`config.mk`:
```
export PLATFORM = sky130hd
export DESIGN_NAME = glp_top
export DESIGN_NICKNAME = d
export VERILOG_FILES = /design/src/glp_pkg.sv /design/src/glp_cfg_if.sv /design/src/glp_pin.sv /design/src/glp_top.sv
export SDC_FILE = /design/constraint.sdc
export NUM_CORES = 1
export LEC_CHECK = 0
export BUFFER_PORTS_ARGS = -buffer_cell sky130_fd_sc_hd__buf_4
export CAP_MARGIN = 5
export CORE_MARGIN = 2
export CORE_UTILIZATION = 62
export CTS_BUF_LIST = sky130_fd_sc_hd__clkbuf_8
export CTS_CLUSTER_SIZE = 25
export DETAILED_ROUTE_END_ITERATION = 10
export PLACE_DENSITY_LB_ADDON = 0.3
export SYNTH_ARGS = -nofsm -noshare
export SYNTH_HDL_FRONTEND = slang
export SYNTH_SLANG_ARGS = --single-unit
```
`constraint.sdc`:
```
create_clock -name clk -period 4.15 [get_ports clk]
set_clock_uncertainty 0.05 [all_clocks]
set_input_delay 0.2075 -clock clk [delete_from_list [all_inputs] [get_ports clk]]
set_output_delay 0.2075 -clock clk [all_outputs]
set_load 0.1 [all_outputs]
```
`src/glp_pkg.sv`:
```
// Constants and types for the general-purpose pin latch port
package glp_pkg;
   localparam int ADDR_W = 16;
   localparam int DATA_W = 8;
   localparam int NPINS  = 3;
   // Pin configuration register offsets, second to fourth pin
   localparam logic [15:0] OFS_PIN_TWO   = 16'h0012;
   localparam logic [15:0] OFS_PIN_THREE = 16'h0013;
   localparam logic [15:0] OFS_PIN_FOUR  = 16'h0014;
   // Interrupt status, enable and clear registers
   localparam logic [15:0] OFS_IRQ_STATUS = 16'h0020;
   localparam logic [15:0] OFS_IRQ_ENABLE = 16'h0021;
   localparam logic [15:0] OFS_IRQ_CLEAR  = 16'h0022;
   // Field positions inside a pin register
   localparam int BIT_IN    = 0;
   localparam int BIT_OUT   = 1;
   localparam int BIT_OE    = 2;
   localparam int BIT_PP    = 3;
   localparam int BIT_POL   = 4;
   localparam int BIT_MASK  = 5;
   localparam int BIT_CLR   = 6;
   localparam int BIT_LATCH = 7;
   // Reset values of the writable fields
   localparam logic RST_OUT  = 1'b0;
   localparam logic RST_OE   = 1'b0;
   localparam logic RST_PP   = 1'b0;
   localparam logic RST_POL  = 1'b0;
   localparam logic RST_MASK = 1'b1;
   localparam logic RST_CLR  = 1'b1;
   localparam logic [7:0] RST_IRQ_ENABLE = 8'h00;
   localparam logic [7:0] READ_UNMAPPED  = 8'h00;
   localparam int SYNC_STAGES = 2;
endpackage

```
`src/glp_cfg_if.sv`:
```
// Per-pin configuration and status bundle
`timescale 1ns/1ps
interface glp_cfg_if;
   logic out_val;
   logic out_en;
   logic push_pull;
   logic polarity;
   logic mask;
   logic clear;
   logic in_sync;
   logic latch;
   modport ctrl (output out_val, out_en, push_pull, polarity, mask, clear,
                 input in_sync, latch);
   modport pin  (input out_val, out_en, push_pull, polarity, mask, clear,
                 output in_sync, latch);
endinterface

```
`src/glp_pin.sv`:
```
// One pin: synchroniser, latch and driver
`timescale 1ns/1ps
module glp_pin
   import glp_pkg::*;
(
   // Clock and reset
   input  wire logic clk,
   input  wire logic sys_rst,
   input  wire logic clk_en,
   // Pad
   input  wire logic pad_in,
   output logic      pad_out,
   output logic      pad_oe,
   // Configuration
   glp_cfg_if.pin    cfg
);
   logic [SYNC_STAGES-1:0] sync;
   logic                   latch;
   logic                   next_latch;
   logic                   next_oe;
   logic                   hit;

   // Only the last stage is read
   assign cfg.in_sync = sync[SYNC_STAGES-1];
   assign cfg.latch   = latch;
   assign hit         = (cfg.in_sync == cfg.polarity);
   // Clear holds the latch low even against a matching level
   assign next_latch  = cfg.clear ? 1'b0 : (latch | hit);
   // Open drain only ever pulls low, so a high value releases the pin
   assign next_oe     = cfg.out_en & (cfg.push_pull | ~cfg.out_val);

   always_ff @(posedge clk or posedge sys_rst) begin
      if (sys_rst) begin
         sync <= '0;
      end else if (clk_en) begin
         sync <= {sync[SYNC_STAGES-2:0], pad_in};
      end
   end

   always_ff @(posedge clk or posedge sys_rst) begin
      if (sys_rst) begin
         latch <= 1'b0;
      end else if (clk_en) begin
         latch <= next_latch;
      end
   end

   always_ff @(posedge clk or posedge sys_rst) begin
      if (sys_rst) begin
         pad_out <= 1'b0;
         pad_oe  <= 1'b0;
      end else if (clk_en) begin
         pad_out <= cfg.out_val;
         pad_oe  <= next_oe;
      end
   end

   chk_latch_held : assert property (@(posedge clk) disable iff (sys_rst)
      (clk_en && $past(clk_en) && $past(cfg.clear)) |-> !latch)
      else $error("latch set while held clear");
   chk_latch_sticky : assert property (@(posedge clk) disable iff (sys_rst)
      (clk_en && latch && !cfg.clear) |=> (latch || $past(cfg.clear)))
      else $error("latch dropped without clear");
   chk_latch_sets : assert property (@(posedge clk) disable iff (sys_rst)
      (clk_en && !cfg.clear && cfg.in_sync == cfg.polarity) |=> latch)
      else $error("matching level did not set latch");
   chk_od_release : assert property (@(posedge clk) disable iff (sys_rst)
      (clk_en && !cfg.push_pull && cfg.out_val) |=> !pad_oe)
      else $error("open drain drove high");
   chk_oe_off : assert property (@(posedge clk) disable iff (sys_rst)
      (clk_en && !cfg.out_en) |=> !pad_oe)
      else $error("pin driven while disabled");
   chk_pp_drive : assert property (@(posedge clk) disable iff (sys_rst)
      (clk_en && cfg.out_en && cfg.push_pull) |=> (pad_oe && pad_out == $past(cfg.out_val)))
      else $error("push-pull value not driven");
endmodule

```
`src/glp_top.sv`:
```
// Three general-purpose pins with level latches and interrupt
`timescale 1ns/1ps
// Overview of operation
// - Third pin register at 0013h, fixed layout
// - Fourth pin register at 0014h, same layout
// - Output bit sets driven level, reset 0
// - Output enable 0 tri-states, 1 drives
// - Drive bit: 0 open-drain, 1 push-pull
// - Polarity picks level that sets latch
// - Mask bit 1 blocks latch-level interrupt, not the enabled status path, latch still sets, reset 1
// - Mask bit 0 lets latch interrupt
// - Clear bit 1 holds latch at 0
// - Clear bit 0 lets latch set
// - Each pin has its own drive choice
// - Masked latch stays readable for polling
// - Interrupt is OR of unmasked latches and enabled status bits
module glp_top
   import glp_pkg::*;
(
   // Clock, reset, enable
   input  wire logic                      clk,
   input  wire logic                      sys_rst,
   input  wire logic                      clk_en,
   // Register port
   input  wire logic [glp_pkg::ADDR_W-1:0] internal_address_value,
   input  wire logic [glp_pkg::DATA_W-1:0] wr_data,
   input  wire logic                      wr_strobe,
   input  wire logic                      rd_strobe,
   output logic      [glp_pkg::DATA_W-1:0] register_data_byte,
   // Pins
   input  wire logic [glp_pkg::NPINS-1:0]  pin_in,
   output logic      [glp_pkg::NPINS-1:0]  pin_out,
   output logic      [glp_pkg::NPINS-1:0]  pin_oe,
   // Interrupt
   output logic                           irq
);
   import glp_pkg::*;

   logic [NPINS-1:0] out_val;
   logic [NPINS-1:0] out_en;
   logic [NPINS-1:0] push_pull;
   logic [NPINS-1:0] polarity;
   logic [NPINS-1:0] mask;
   logic [NPINS-1:0] clear;
   logic [NPINS-1:0] in_sync;
   logic [NPINS-1:0] latch;
   logic [NPINS-1:0] irq_status;
   logic [NPINS-1:0] irq_enable;
   logic [NPINS-1:0] latch_q;
   logic [NPINS-1:0] latch_rise;
   logic [NPINS-1:0] sel_pin;
   logic [NPINS-1:0] wr_pin;
   logic             wr_enable;
   logic             wr_clear;
   logic [NPINS-1:0] clr_bits;
   logic [NPINS-1:0] next_irq_status;
   logic             next_irq;
   logic [7:0]       pin_byte [NPINS];
   logic [7:0]       next_rdata;

   glp_cfg_if cfg_bus [NPINS] ();

   genvar g;
   generate
      for (g = 0; g < NPINS; g++) begin : g_pin
         assign cfg_bus[g].out_val   = out_val[g];
         assign cfg_bus[g].out_en    = out_en[g];
         assign cfg_bus[g].push_pull = push_pull[g];
         assign cfg_bus[g].polarity  = polarity[g];
         assign cfg_bus[g].mask      = mask[g];
         assign cfg_bus[g].clear     = clear[g];
         assign in_sync[g]           = cfg_bus[g].in_sync;
         assign latch[g]             = cfg_bus[g].latch;

         glp_pin u_pin (
            .clk     (clk),
            .sys_rst (sys_rst),
            .clk_en  (clk_en),
            .pad_in  (pin_in[g]),
            .pad_out (pin_out[g]),
            .pad_oe  (pin_oe[g]),
            .cfg     (cfg_bus[g])
         );

         // Readback keeps the latch visible even when masked
         assign pin_byte[g] = {latch[g], clear[g], mask[g], polarity[g],
                               push_pull[g], out_en[g], out_val[g], in_sync[g]};
      end
   endgenerate

   // Address decode
   assign sel_pin[0] = (internal_address_value == OFS_PIN_TWO);
   assign sel_pin[1] = (internal_address_value == OFS_PIN_THREE);
   assign sel_pin[2] = (internal_address_value == OFS_PIN_FOUR);
   assign wr_pin     = sel_pin & {NPINS{wr_strobe}};
   assign wr_enable  = wr_strobe && (internal_address_value == OFS_IRQ_ENABLE);
   assign wr_clear   = wr_strobe && (internal_address_value == OFS_IRQ_CLEAR);
   assign clr_bits   = wr_clear ? wr_data[NPINS-1:0] : '0;

   // Read mux; unmapped addresses return zero
   assign next_rdata =
      sel_pin[0] ? pin_byte[0] :
      sel_pin[1] ? pin_byte[1] :
      sel_pin[2] ? pin_byte[2] :
      (internal_address_value == OFS_IRQ_STATUS) ? {5'h00, irq_status} :
      (internal_address_value == OFS_IRQ_ENABLE) ? {5'h00, irq_enable} :
      READ_UNMAPPED;

   // New latch events are sticky; a set in the clearing cycle wins
   assign latch_rise      = latch & ~latch_q;
   assign next_irq_status = (irq_status & ~clr_bits) | latch_rise;

   // Unmasked latches plus enabled status events drive the line
   assign next_irq = (|(latch & ~mask)) | (|(irq_status & irq_enable));

   // Writable pin fields
   always_ff @(posedge clk or posedge sys_rst) begin
      if (sys_rst) begin
         out_val   <= {NPINS{RST_OUT}};
         out_en    <= {NPINS{RST_OE}};
         push_pull <= {NPINS{RST_PP}};
         polarity  <= {NPINS{RST_POL}};
         mask      <= {NPINS{RST_MASK}};
         clear     <= {NPINS{RST_CLR}};
      end else if (clk_en) begin
         for (int i = 0; i < NPINS; i++) begin
            if (wr_pin[i]) begin
               out_val[i]   <= wr_data[BIT_OUT];
               out_en[i]    <= wr_data[BIT_OE];
               push_pull[i] <= wr_data[BIT_PP];
               polarity[i]  <= wr_data[BIT_POL];
               mask[i]      <= wr_data[BIT_MASK];
               clear[i]     <= wr_data[BIT_CLR];
            end
         end
      end
   end

   // Interrupt status, enable and edge history
   always_ff @(posedge clk or posedge sys_rst) begin
      if (sys_rst) begin
         irq_status <= '0;
         irq_enable <= RST_IRQ_ENABLE[NPINS-1:0];
         latch_q    <= '0;
      end else if (clk_en) begin
         irq_status <= next_irq_status;
         latch_q    <= latch;
         if (wr_enable) begin
            irq_enable <= wr_data[NPINS-1:0];
         end
      end
   end

   // Registered outputs; read data only in the cycle after the strobe
   always_ff @(posedge clk or posedge sys_rst) begin
      if (sys_rst) begin
         register_data_byte <= '0;
         irq                <= 1'b0;
      end else if (clk_en) begin
         register_data_byte <= rd_strobe ? next_rdata : '0;
         irq                <= next_irq;
      end
   end

   chk_masked_quiet : assert property (@(posedge clk) disable iff (sys_rst)
      (clk_en && (&mask) && ((irq_status & irq_enable) == '0)) |=> !irq)
      else $error("masked latches raised interrupt");
   chk_unmasked_irq : assert property (@(posedge clk) disable iff (sys_rst)
      (clk_en && |(latch & ~mask)) |=> irq)
      else $error("unmasked latch gave no interrupt");
   chk_read_latch : assert property (@(posedge clk) disable iff (sys_rst)
      (clk_en && rd_strobe && sel_pin[1])
         |=> register_data_byte[BIT_LATCH] == $past(latch[1]))
      else $error("latch not readable");
   chk_write_third : assert property (@(posedge clk) disable iff (sys_rst)
      (clk_en && wr_strobe && internal_address_value == OFS_PIN_THREE)
         |=> mask[1] == $past(wr_data[BIT_MASK]) && clear[1] == $past(wr_data[BIT_CLR]))
      else $error("third pin register not written");
   chk_write_fourth : assert property (@(posedge clk) disable iff (sys_rst)
      (clk_en && wr_strobe && internal_address_value == OFS_PIN_FOUR)
         |=> polarity[2] == $past(wr_data[BIT_POL]) && out_en[2] == $past(wr_data[BIT_OE]))
      else $error("fourth pin register not written");
   chk_sync_delay : assert property (@(posedge clk) disable iff (sys_rst)
      (clk_en && $past(clk_en) && $past(clk_en, 2) && !$past(sys_rst) && !$past(sys_rst, 2))
         |-> in_sync[0] == $past(pin_in[0], 2))
      else $error("input not two flops late");
endmodule

```
==> impl_metrics.yaml, run 1 <==
critical_path:
  startpoint: "internal_address_value[0]"
  r2r_cells: 4
  crit_path_end: "out_en[0]$_DFFE_PP0P_"
  cp-start-kind: "primary input"
  r2r_start: "g_pin[1].u_pin.sync[1]$_DFFE_PP0P_"
  crit_fanout: 16
  crit_required_ns: 4.29
  critPathKind: "primary input to register"
  path_cells: "buf_4, or4b_1, nor4_4, and3_1, mux2_4"
  worstPathArrival_ns: 2.35
  crit_slowest_cell: "or4b_1"
  rrSetupSlack_ns: 2.88
  cp-end-kind: "register"
  slowest_delay_ns: 0.69
  r2r_end: "register_data_byte[0]$_DFFE_PP0P_"
synthesis:
  netlist.area_leader.share_pct: 44.4
  netlist_area_sq_um: 2530
  async_flop_share_pct: 100
  synth_warnings: 0
  synth_area_leaders: "dfrtp_1, mux2_2, dfstp_2, mux2_4, inv_1"
  yosysTopAreaCell: "dfrtp_1"
  ys_seq_area_share_pct: 50.7
  ys_seq_elements: 51
  synthDistinctLibCells: 45
  synth-edff-count: 0
  synth_ff_type: "dfrtp_1"
  avgSynthCellArea_sq_um: 11.4
  syn_inst: 223
  synth_nets: 255
placed_design:
  placed_area_sq_um: 2850
  place.gp.congestion: 0.807
  port-buffer-count: 45
  dpl.hpwl_um: 3780
floorplanning:
  initial_core_util_pct: 63.8
  dieArea_sq_um: 4610
  die_y_um: 67.9
  std_cell_rows: 23
  die-width_um: 67.9
  coreArea_sq_um: 3970
  io_pins: 47
sta:
  fmax_mhz: 453
  setup-violations-final: 0
  slew_violations: 0
  slew_headroom_pct: 22.5
  final-hold-violation-count: 0
  finalSetupTns_ns: 0
  period_share_pct: 53.2
  tightest_slew_ns: 1.16
  rsz0062_at_grt: "false"
  fin_crit_ns: 2.21
power_and_ir_drop:
  peakVddDrop_mv: 0.244
  p_leak_nw: 1.32
  total_power_uw: 932
  power.density_nw_per_um2: 315
grt:
  antenna_found_initial: 0
  gr-total-overflow: 0
  grt_use_total_pct: 26.0
  grt_pass1_wl_um: 8720
  grt_pass1_vias: 1792
  grt_max_degree: 52
clocking:
  h-tree-depth: 2
  clock_path_buffers: 2
  cts_resized: 0
  path_clk_slew_ns: 0.09
  clockRootBuffer: "clkbuf_8"
  cts_tree: "done"
  cts_hold_buffers: 0
  cts_buffers: 5
  clk_latency_ns: 0.30
  post-cts-setup-buffers: 0
  cts.sinks: 51
hold_path:
  holdCritPathClass: "primary input to register"
routing:
  via_count: 1842
  viasPerCell: 5.90
  first_pass_iters: 4
  drc: 0
  ant_nets: 0
  wl_um: 5360
  wl_per_cell_um: 17.2
  drt_iter0_drc: 127
run_status:
  status: "finished, final reports clean"
finish:
  syn2layout_area_growth_pct: 16.7
  insertedDiodeCount: 0
  final_cell_area_sq_um: 2960
  drive_gt1_share_pct: 35.5
  final_nets: 293
  nFillCells: 273
flow_run:
  maxCapViolations: 0
cell families (layout without fill, tap and decap cells):
group	count (synthesis)	count (layout)	share of synthesized area (%)
multiplexers	33	33	15.4
XOR/XNOR	3	3	1.04
AND/OR/NAND/NOR	50	50	13.0
AO/OA/AOI/OAI	52	52	13.6
flip-flops	51	51	50.7
buffers and inverters	34	73	6.27
through the flow:
stage               util (%)  setup WS (ns)  hold slack (ns)  cells
floorplan                  -           2.17            0.305    223
global placement        71.8           1.63            0.381    304
detailed placement      71.8           1.61            0.395    304
CTS                     74.4           1.94           0.0842    312
global route            74.4           1.89           0.0696    312
finish                  74.4           1.94           0.0825    312
critical path: cells and delay by family:
kind          cells  cell delay [ns]
buf+inv           1             0.18
simple gates      3             1.61
mux               1             0.34
layout by cell type, fill, tap and decap left out, types with 2 or more instances in the layout:
| master | n |
|---|---|
| o2bb2ai_1 | 3 |
| nand2b_1 | 9 |
| mux2_2 | 24 |
| mux2_4 | 6 |
| o21ai_0 | 15 |
| nand2_1 | 5 |
| dfstp_2 | 6 |
| dfrtp_1 | 45 |
| inv_1 | 21 |
| o32ai_1 | 2 |
| nand3_1 | 4 |
| clkbuf_8 | 5 |
| and3_1 | 2 |
| a21oi_1 | 9 |
| buf_4 | 45 |
| nand4_1 | 5 |
| nor3_1 | 4 |
| xnor2_1 | 3 |
| o22ai_1 | 5 |
| o211ai_1 | 3 |
| o22a_1 | 5 |
| nor2b_1 | 2 |
| nor2_1 | 5 |
| nor4_4 | 2 |
| mux2i_1 | 3 |
| a22o_1 | 5 |
| nor3b_1 | 2 |
state kept, by name (all words and copies together), names as in the netlist:
signal                 cells
g_pin.u_pin.cfg.latch      3
push_pull                  3
g_pin.u_pin.sync           6
g_pin.u_pin.pad_oe         3
g_pin.u_pin.pad_out        3
polarity                   3
latch_q                    3
irq_enable                 3
irq                        1
out_en                     3
irq_status                 3
register_data_byte         8
clear                      3
mask                       3
out_val                    3
where the power goes:
group / total [mW] / leakage [nW] / internal, mW / switching [mW]
logic: 0.0845 / 0.632 / 0.0400 / 0.0445
clock network: 0.331 / 0.0607 / 0.176 / 0.156
registers: 0.516 / 0.631 / 0.506 / 0.00946
total: 0.932 / 1.32 / 0.722 / 0.210
Yosys cell counts, types with 2 or more instances:
master,number
a21oi_1,9
a22o_1,5
and3_1,2
buf_4,6
clkbuf_1,5
dfrtp_1,45
dfstp_2,6
inv_1,20
mux2_2,24
mux2_4,6
mux2i_1,3
nand2_1,5
nand2b_1,9
nand3_1,4
nand4_1,5
nor2_1,5
nor2b_1,2
nor3_1,4
nor3b_1,2
nor4_4,2
o211ai_1,3
o21ai_0,15
o22a_1,5
o22ai_1,5
o2bb2ai_1,3
o32ai_1,2
xnor2_1,3
per-layer routing:
| layer | global-route usage (%) | vias up | routed length, um |
|---|---|---|---|
| met4 | 9.25 | 0 | 74 |
| met5 | 0 | - | 0 |
| met3 | 5.10 | 9 | 255 |
| met2 | 42.6 | 50 | 2780 |
| met1 | 34.3 | 913 | 2250 |
| li1 | - | 870 | - |
worst min path at each step:
stage | cells after the start | slack (ns) | start | end
5_1_grt | 2 | 0.07 | pin_in[2] | g_pin[2].u_pin.sync[0]$_DFFE_PP0P_
2_1_floorplan | 1 | 0.30 | wr_data[6] | clear[0]$_DFFE_PP1P_
3_5_place_dp | 2 | 0.39 | pin_in[1] | g_pin[1].u_pin.sync[0]$_DFFE_PP0P_
4_1_cts | 2 | 0.08 | pin_in[2] | g_pin[2].u_pin.sync[0]$_DFFE_PP0P_
6_report | 2 | 0.08 | pin_in[2] | g_pin[2].u_pin.sync[0]$_DFFE_PP0P_
3_3_place_gp | 1 | 0.38 | latch_q[1]$_DFFE_PP0P_ | irq_status[1]$_DFFE_PP0P_
area by class of cell:
class                   count  area, sq um  area share, %
multi-input cells         138         1090           36.9
flip-flops and latches     51         1280           43.4
well taps                  50         62.6           2.12
clock buffers               5         68.8           2.33
inverters                  20         75.1           2.54
repair buffers             45          338           11.4
clock inverters             3         37.5           1.27
No activity file was read; power rests on OpenSTA's default activity.
==> run 2, diff against run 1 <==
--- a/config.mk
+++ b/config.mk
@@ -8,7 +8,7 @@
 export BUFFER_PORTS_ARGS = -buffer_cell sky130_fd_sc_hd__buf_4
 export CAP_MARGIN = 5
 export CORE_MARGIN = 2
-export CORE_UTILIZATION = 62
+export CORE_UTILIZATION = 52
 export CTS_BUF_LIST = sky130_fd_sc_hd__clkbuf_8
 export CTS_CLUSTER_SIZE = 25
 export DETAILED_ROUTE_END_ITERATION = 10
==> constraint.sdc (replaced) <==
create_clock -name clk -period 2 [get_ports clk]
set_clock_uncertainty 0.05 [all_clocks]
set_input_delay 0.1 -clock clk [delete_from_list [all_inputs] [get_ports clk]]
set_output_delay 0.1 -clock clk [all_outputs]
set_load 0.1 [all_outputs]
==> run 2 against run 1 <==
  * Sequential power is 110% higher
  * Sequential share of layout area shrank 3.2 points
  * Final area increased by 7.9%
  * Routed wire length rose by 3.9%
  * Global-route usage shrank 3.9 points
  * Via count increased by 3.5%
  * Setup slack worse by 1.6 ns
  * Highest routed layer unchanged
==> impl_metrics.yaml, run 2 (synthesized netlist as in run 1, its figures left out) <==
critical_path:
  cp-start-kind: "primary input"
  r2r_end: "register_data_byte[0]$_DFFE_PP0P_"
  crit_required_ns: 2.14
  worstPathArrival_ns: 1.80
  crit_fanout: 6
  r2r_cells: 4
  rrSetupSlack_ns: 0.81
  cp-end-kind: "register"
  r2r_start: "g_pin[1].u_pin.sync[1]$_DFFE_PP0P_"
  critPathKind: "primary input to register"
  crit_path_end: "polarity[0]$_DFFE_PP0P_"
  startpoint: "internal_address_value[2]"
floorplanning:
  initial_core_util_pct: 53.6
  coreArea_sq_um: 4720
  die-width_um: 73.8
  std_cell_rows: 25
  die_y_um: 73.8
  dieArea_sq_um: 5450
  io_pins: 47
grt:
  gr-total-overflow: 0
  grt_max_degree: 39
  antenna_found_initial: 0
  grt_pass1_wl_um: 8980
  grt_use_total_pct: 22.1
  grt_pass1_vias: 1836
routing:
  wl_per_cell_um: 15.8
  wl_um: 5570
  drt_iter0_drc: 175
  via_count: 1906
  routed-wl-met3_um: 220
  first_pass_iters: 4
  viasPerCell: 5.40
  routed-wl-met2_um: 2710
  wl_met1_um: 2610
  ant_nets: 0
  drc: 0
  highest-signal-layer: "met4"
finish:
  final_cell_area_sq_um: 3190
  fin_cells: 353
  drive_gt1_share_pct: 38.1
  largest_register_ffs: 8
  syn2layout_area_growth_pct: 25.9
  insertedDiodeCount: 0
  nFillCells: 358
  final_common_cell: "buf_4"
  regMostFlops: "register_data_byte"
  top_regs: "register_data_byte (8), g_pin.u_pin.sync (6)"
  final_cell_mix: "buf_4, dfrtp_1, mux2_2"
  final_nets: 317
clocking:
  cts_tree: "done"
  cts_resized: 0
  clock_path_buffers: 2
  clk_latency_ns: 0.30
  cts.sinks: 51
  path_clk_slew_ns: 0.09
  h-tree-depth: 2
  clockRootBuffer: "clkbuf_8"
  cts_buffers: 5
sta:
  slew_violations: 0
  final-hold-violation-count: 0
  finalSetupTns_ns: 0
  fin_crit_ns: 1.65
  slew_headroom_pct: 67.7
  tightest_slew_ns: 0.484
  rsz0062_at_grt: "false"
  fmax_mhz: 605
  period_share_pct: 82.7
  setup-violations-final: 0
  hold_slack_ns: 0.0156
power_and_ir_drop:
  pwr-share-clk_pct: 35.2
  p_int_mw: 1.52
  power.density_nw_per_um2: 617
  total_power_mw: 1.97
  p_seq_share_pct: 54.3
  p_sw_share_pct: 22.7
  power_frac_comb_pct: 10.5
  peakVddDrop_mv: 0.489
  p_sw_uw: 447
  p_leak_nw: 1.44
placed_design:
  dpl.hpwl_um: 4120
  placed_area_sq_um: 3000
  dp_cells: 337
  port-buffer-count: 45
  place.gp.congestion: 0.893
hold_path:
  holdCritPathClass: "primary input to register"
run_status:
  status: "finished, final reports clean"
flow_run:
  maxCapViolations: 0
==> run 2: cell types whose count changed in the layout (fill, tap and decap cells not counted), sizes merged <==
cell | before | now
dlygate4sd3 | 0 | 8
buf | 45 | 61
==> run 2: per-layer routing <==
layer | GRT usage, % | up-vias
met5 | 0 | -
met4 | 7.68 | 0
met3 | 4.12 | 2
met2 | 34.8 | 36
met1 | 30.5 | 942
li1 | - | 926
==> run 2: cell type report <==
class	instances	area, sq um	area share (%)
Inverter	20	75.1	2.35
Clock buffer	5	68.8	2.16
Multi-Input combinational cell	138	1090	34.2
Clock inverter	3	37.5	1.18
Timing Repair Buffer	69	551	17.3
Sequential cell	51	1280	40.2
Tap cell	67	83.8	2.63
==> run 2: power groups by stage <==
stage               Combinational, mW  Clock, mW  Sequential, mW
floorplan                      0.0988          0            1.08
global placement                0.190          0            1.09
detailed placement              0.193          0            1.09
CTS                             0.205      0.701            1.07
global route                    0.225      0.751            1.07
finish                          0.206      0.693            1.07
==> run 2: critical path, cell delays in order <==
cell	delay, ns
buf_4	0.11
or4b_1	0.60
nor4_4	0.31
and3_1	0.24
buf_12	0.14
mux2_4	0.29
==> run 2: timing repair <==
item	in CTS	in global routing
hold buffers	7	1
hold endpoints to repair	29	2
setup buffers	0	0
==> run 2: per-stage QoR <==
stage | setup WS (ns) | utilization (%)
2_1_floorplan | 0.123 | -
6_report | 0.346 | 67.5
4_1_cts | 0.345 | 67.3
3_3_place_gp | 0.0415 | 63.6
5_1_grt | 0.172 | 67.5
3_5_place_dp | 0.0162 | 63.6
==> run 2: worst min-delay path by stage <==
stage                    start                           endpoint  slack [ns]  depth (start not counted)
floorplan           wr_data[6]               clear[0]$_DFFE_PP1P_        0.20                          1
global placement       sys_rst            polarity[1]$_DFFE_PP0P_        0.11                          2
detailed placement     sys_rst  g_pin[2].u_pin.pad_oe$_DFFE_PP0P_        0.10                          2
CTS                 wr_data[4]            polarity[0]$_DFFE_PP0P_      0.0007                          2
global route        wr_data[3]           push_pull[1]$_DFFE_PP0P_       0.006                          2
finish              wr_data[3]           push_pull[0]$_DFFE_PP0P_        0.02                          2
==> run 3, diff against run 2 <==
==> constraint.sdc (replaced) <==
create_clock -name clk -period 1.45 [get_ports clk]
set_clock_uncertainty 0.05 [all_clocks]
set_input_delay 0.0725 -clock clk [delete_from_list [all_inputs] [get_ports clk]]
set_output_delay 0.0725 -clock clk [all_outputs]
set_load 0.1 [all_outputs]
==> run 3 against run 2 <==
  * The run now ends with setup timing left
  * Critical endpoint unchanged
  * Via count is 5.2% higher
  * Utilization is 4.3 points higher
  * Final area is 6.4% higher
  * Register-to-register slack worse by 0.59 ns
==> impl_metrics.yaml, run 3 (synthesized netlist as in run 1, its figures left out) <==
routing:
  via_count: 2006
  drt_iter0_drc: 142
  drc: 0
  wl_per_cell_um: 16.2
  wl_um: 5990
  ant_nets: 0
  viasPerCell: 5.42
  first_pass_iters: 4
floorplanning:
  die-width_um: 73.8
  initial_core_util_pct: 53.6
  dieArea_sq_um: 5450
  die_y_um: 73.8
  std_cell_rows: 25
  io_pins: 47
  coreArea_sq_um: 4720
critical_path:
  r2r_cells: 4
  r2r_start: "g_pin[1].u_pin.sync[1]$_DFFE_PP0P_"
  worstPathArrival_ns: 1.62
  crit_required_ns: 1.60
  rrSetupSlack_ns: 0.22
  cp-start-kind: "primary input"
  r2r_end: "register_data_byte[0]$_DFFE_PP0P_"
  critPathKind: "primary input to register"
  startpoint: "internal_address_value[14]"
  crit_fanout: 6
  crit_path_end: "polarity[0]$_DFFE_PP0P_"
  cp-end-kind: "register"
placed_design:
  dpl.hpwl_um: 4480
  port-buffer-count: 45
  place.gp.congestion: 0.897
  post-place-ws_ns: -0.482
finish:
  largest_register_ffs: 8
  regMostFlops: "register_data_byte"
  final_nets: 334
  final_common_cell: "buf_4"
  final_cell_mix: "buf_4, dfrtp_1, inv_1, mux2_2, o21ai_0"
  syn2layout_area_growth_pct: 34.0
  drive_gt1_share_pct: 42.9
  top_regs: "register_data_byte (8), g_pin.u_pin.sync (6)"
  insertedDiodeCount: 0
power_and_ir_drop:
  power_frac_comb_pct: 12.6
  p_sw_uw: 660
  power.density_nw_per_um2: 772
  p_sw_share_pct: 25.2
  p_int_mw: 1.96
  peakVddDrop_mv: 0.569
  p_leak_nw: 1.52
  pwr-share-clk_pct: 31.2
  p_seq_share_pct: 56.2
grt:
  grt_pass1_wl_um: 9790
  antenna_found_initial: 0
  grt_use_total_pct: 24.2
  grt_pass1_vias: 2019
  gr-total-overflow: 0
  grt_max_degree: 28
sta:
  period_share_pct: 101
  slew_violations: 0
  rsz0062_at_grt: "true"
  setup-violations-final: 4
  final-hold-violation-count: 0
  setup_ws_ns: -0.0183
  fin_crit_ns: 1.47
  slew_headroom_pct: 72.0
  finalSetupTns_ns: -0.0539
  tightest_slew_ns: 0.420
  fmax_mhz: 681
hold_path:
  holdCritPathClass: "primary input to register"
clocking:
  path_clk_slew_ns: 0.09
  cts.sinks: 51
  h-tree-depth: 2
  clockRootBuffer: "clkbuf_8"
  cts_tree: "done"
  clock_path_buffers: 2
  clk_latency_ns: 0.31
  cts_buffers: 5
run_status:
  status: "finished, violations left"
  violations: "setup timing"
flow_run:
  maxCapViolations: 0
[run 3: cell types whose count changed in the layout (fill, tap and decap cells not counted), moves of 2 or more]
cell	change
buf_6	+4
mux2_2	-5
clkinvlp_4	+2
dlygate4sd3_1	+3
buf_4	+9
mux2_4	+5
nor4_4	+2
inv_1	-2
[run 3: critical path, cell delays in order]
cell,delay (ns)
buf_8,0.09
or4_4,0.55
nor4_4,0.28
and3_4,0.31
mux2_4,0.31
[run 3: stage by stage]
step                total power [mW]  cell area (sq um)  util [%]  hold slack, ns  cells
detailed placement              1.80               3140      66.5          0.0544    348
floorplan                       1.63               2580         -           0.170    223
CTS                             2.63               3360      71.2           0.123    368
finish                          2.62               3400      71.9           0.122    370
global route                    2.75               3400      71.9           0.157    370
global placement                1.79               3140      66.5          0.0477    348
[run 3: how the worst min path moves through the flow]
stage | start | endpoint | slack [ns] | cells past startpoint
2_1_floorplan | wr_data[6] | clear[0]$_DFFE_PP1P_ | 0.17 | 1
3_3_place_gp | sys_rst | g_pin[2].u_pin.sync[1]$_DFFE_PP0P_ | 0.05 | 2
3_5_place_dp | sys_rst | g_pin[2].u_pin.sync[1]$_DFFE_PP0P_ | 0.05 | 2
4_1_cts | clk_en | g_pin[1].u_pin.pad_oe$_DFFE_PP0P_ | 0.12 | 3
5_1_grt | clk_en | g_pin[1].u_pin.pad_oe$_DFFE_PP0P_ | 0.16 | 3
6_report | clk_en | g_pin[1].u_pin.pad_oe$_DFFE_PP0P_ | 0.12 | 3
[run 3: layout make-up]
| cell class | instances | area, sq um |
|---|---|---|
| inverters | 20 | 75.1 |
| fillers | 357 | 1330 |
| multi-input cells | 138 | 1160 |
| clock buffers | 5 | 68.8 |
| well taps | 67 | 83.8 |
| flip-flops and latches | 51 | 1280 |
| repair buffers | 86 | 708 |
| clock inverters | 3 | 20.0 |
[run 3: layer usage]
metal / GRT usage, % / routed length (um)
met1: 31.4 / 2640
met4: 6.67 / 67
met5: 0 / 0
met3: 6.86 / 286
met2: 39.6 / 2990
[run 3: repair_timing]
| action | 4_1_cts | 5_1_grt |
|---|---|---|
| endpoints found under the setup margin | 16 | 15 |
| hold buffers | 11 | 0 |
| hold endpoints to repair | 34 | 0 |
| setup buffers | 2 | 2 |
| resized for setup | 6 | 5 |
| pin swaps | 4 | 5 |
[run 3: power by group through the flow]
stage	logic [mW]	clock network (mW)	registers [mW]
after floorplan	0.139	0	1.49
after global placement	0.288	0	1.50
after detailed placement	0.294	0	1.50
after CTS	0.326	0.829	1.47
after global routing	0.363	0.912	1.48
final	0.331	0.818	1.47
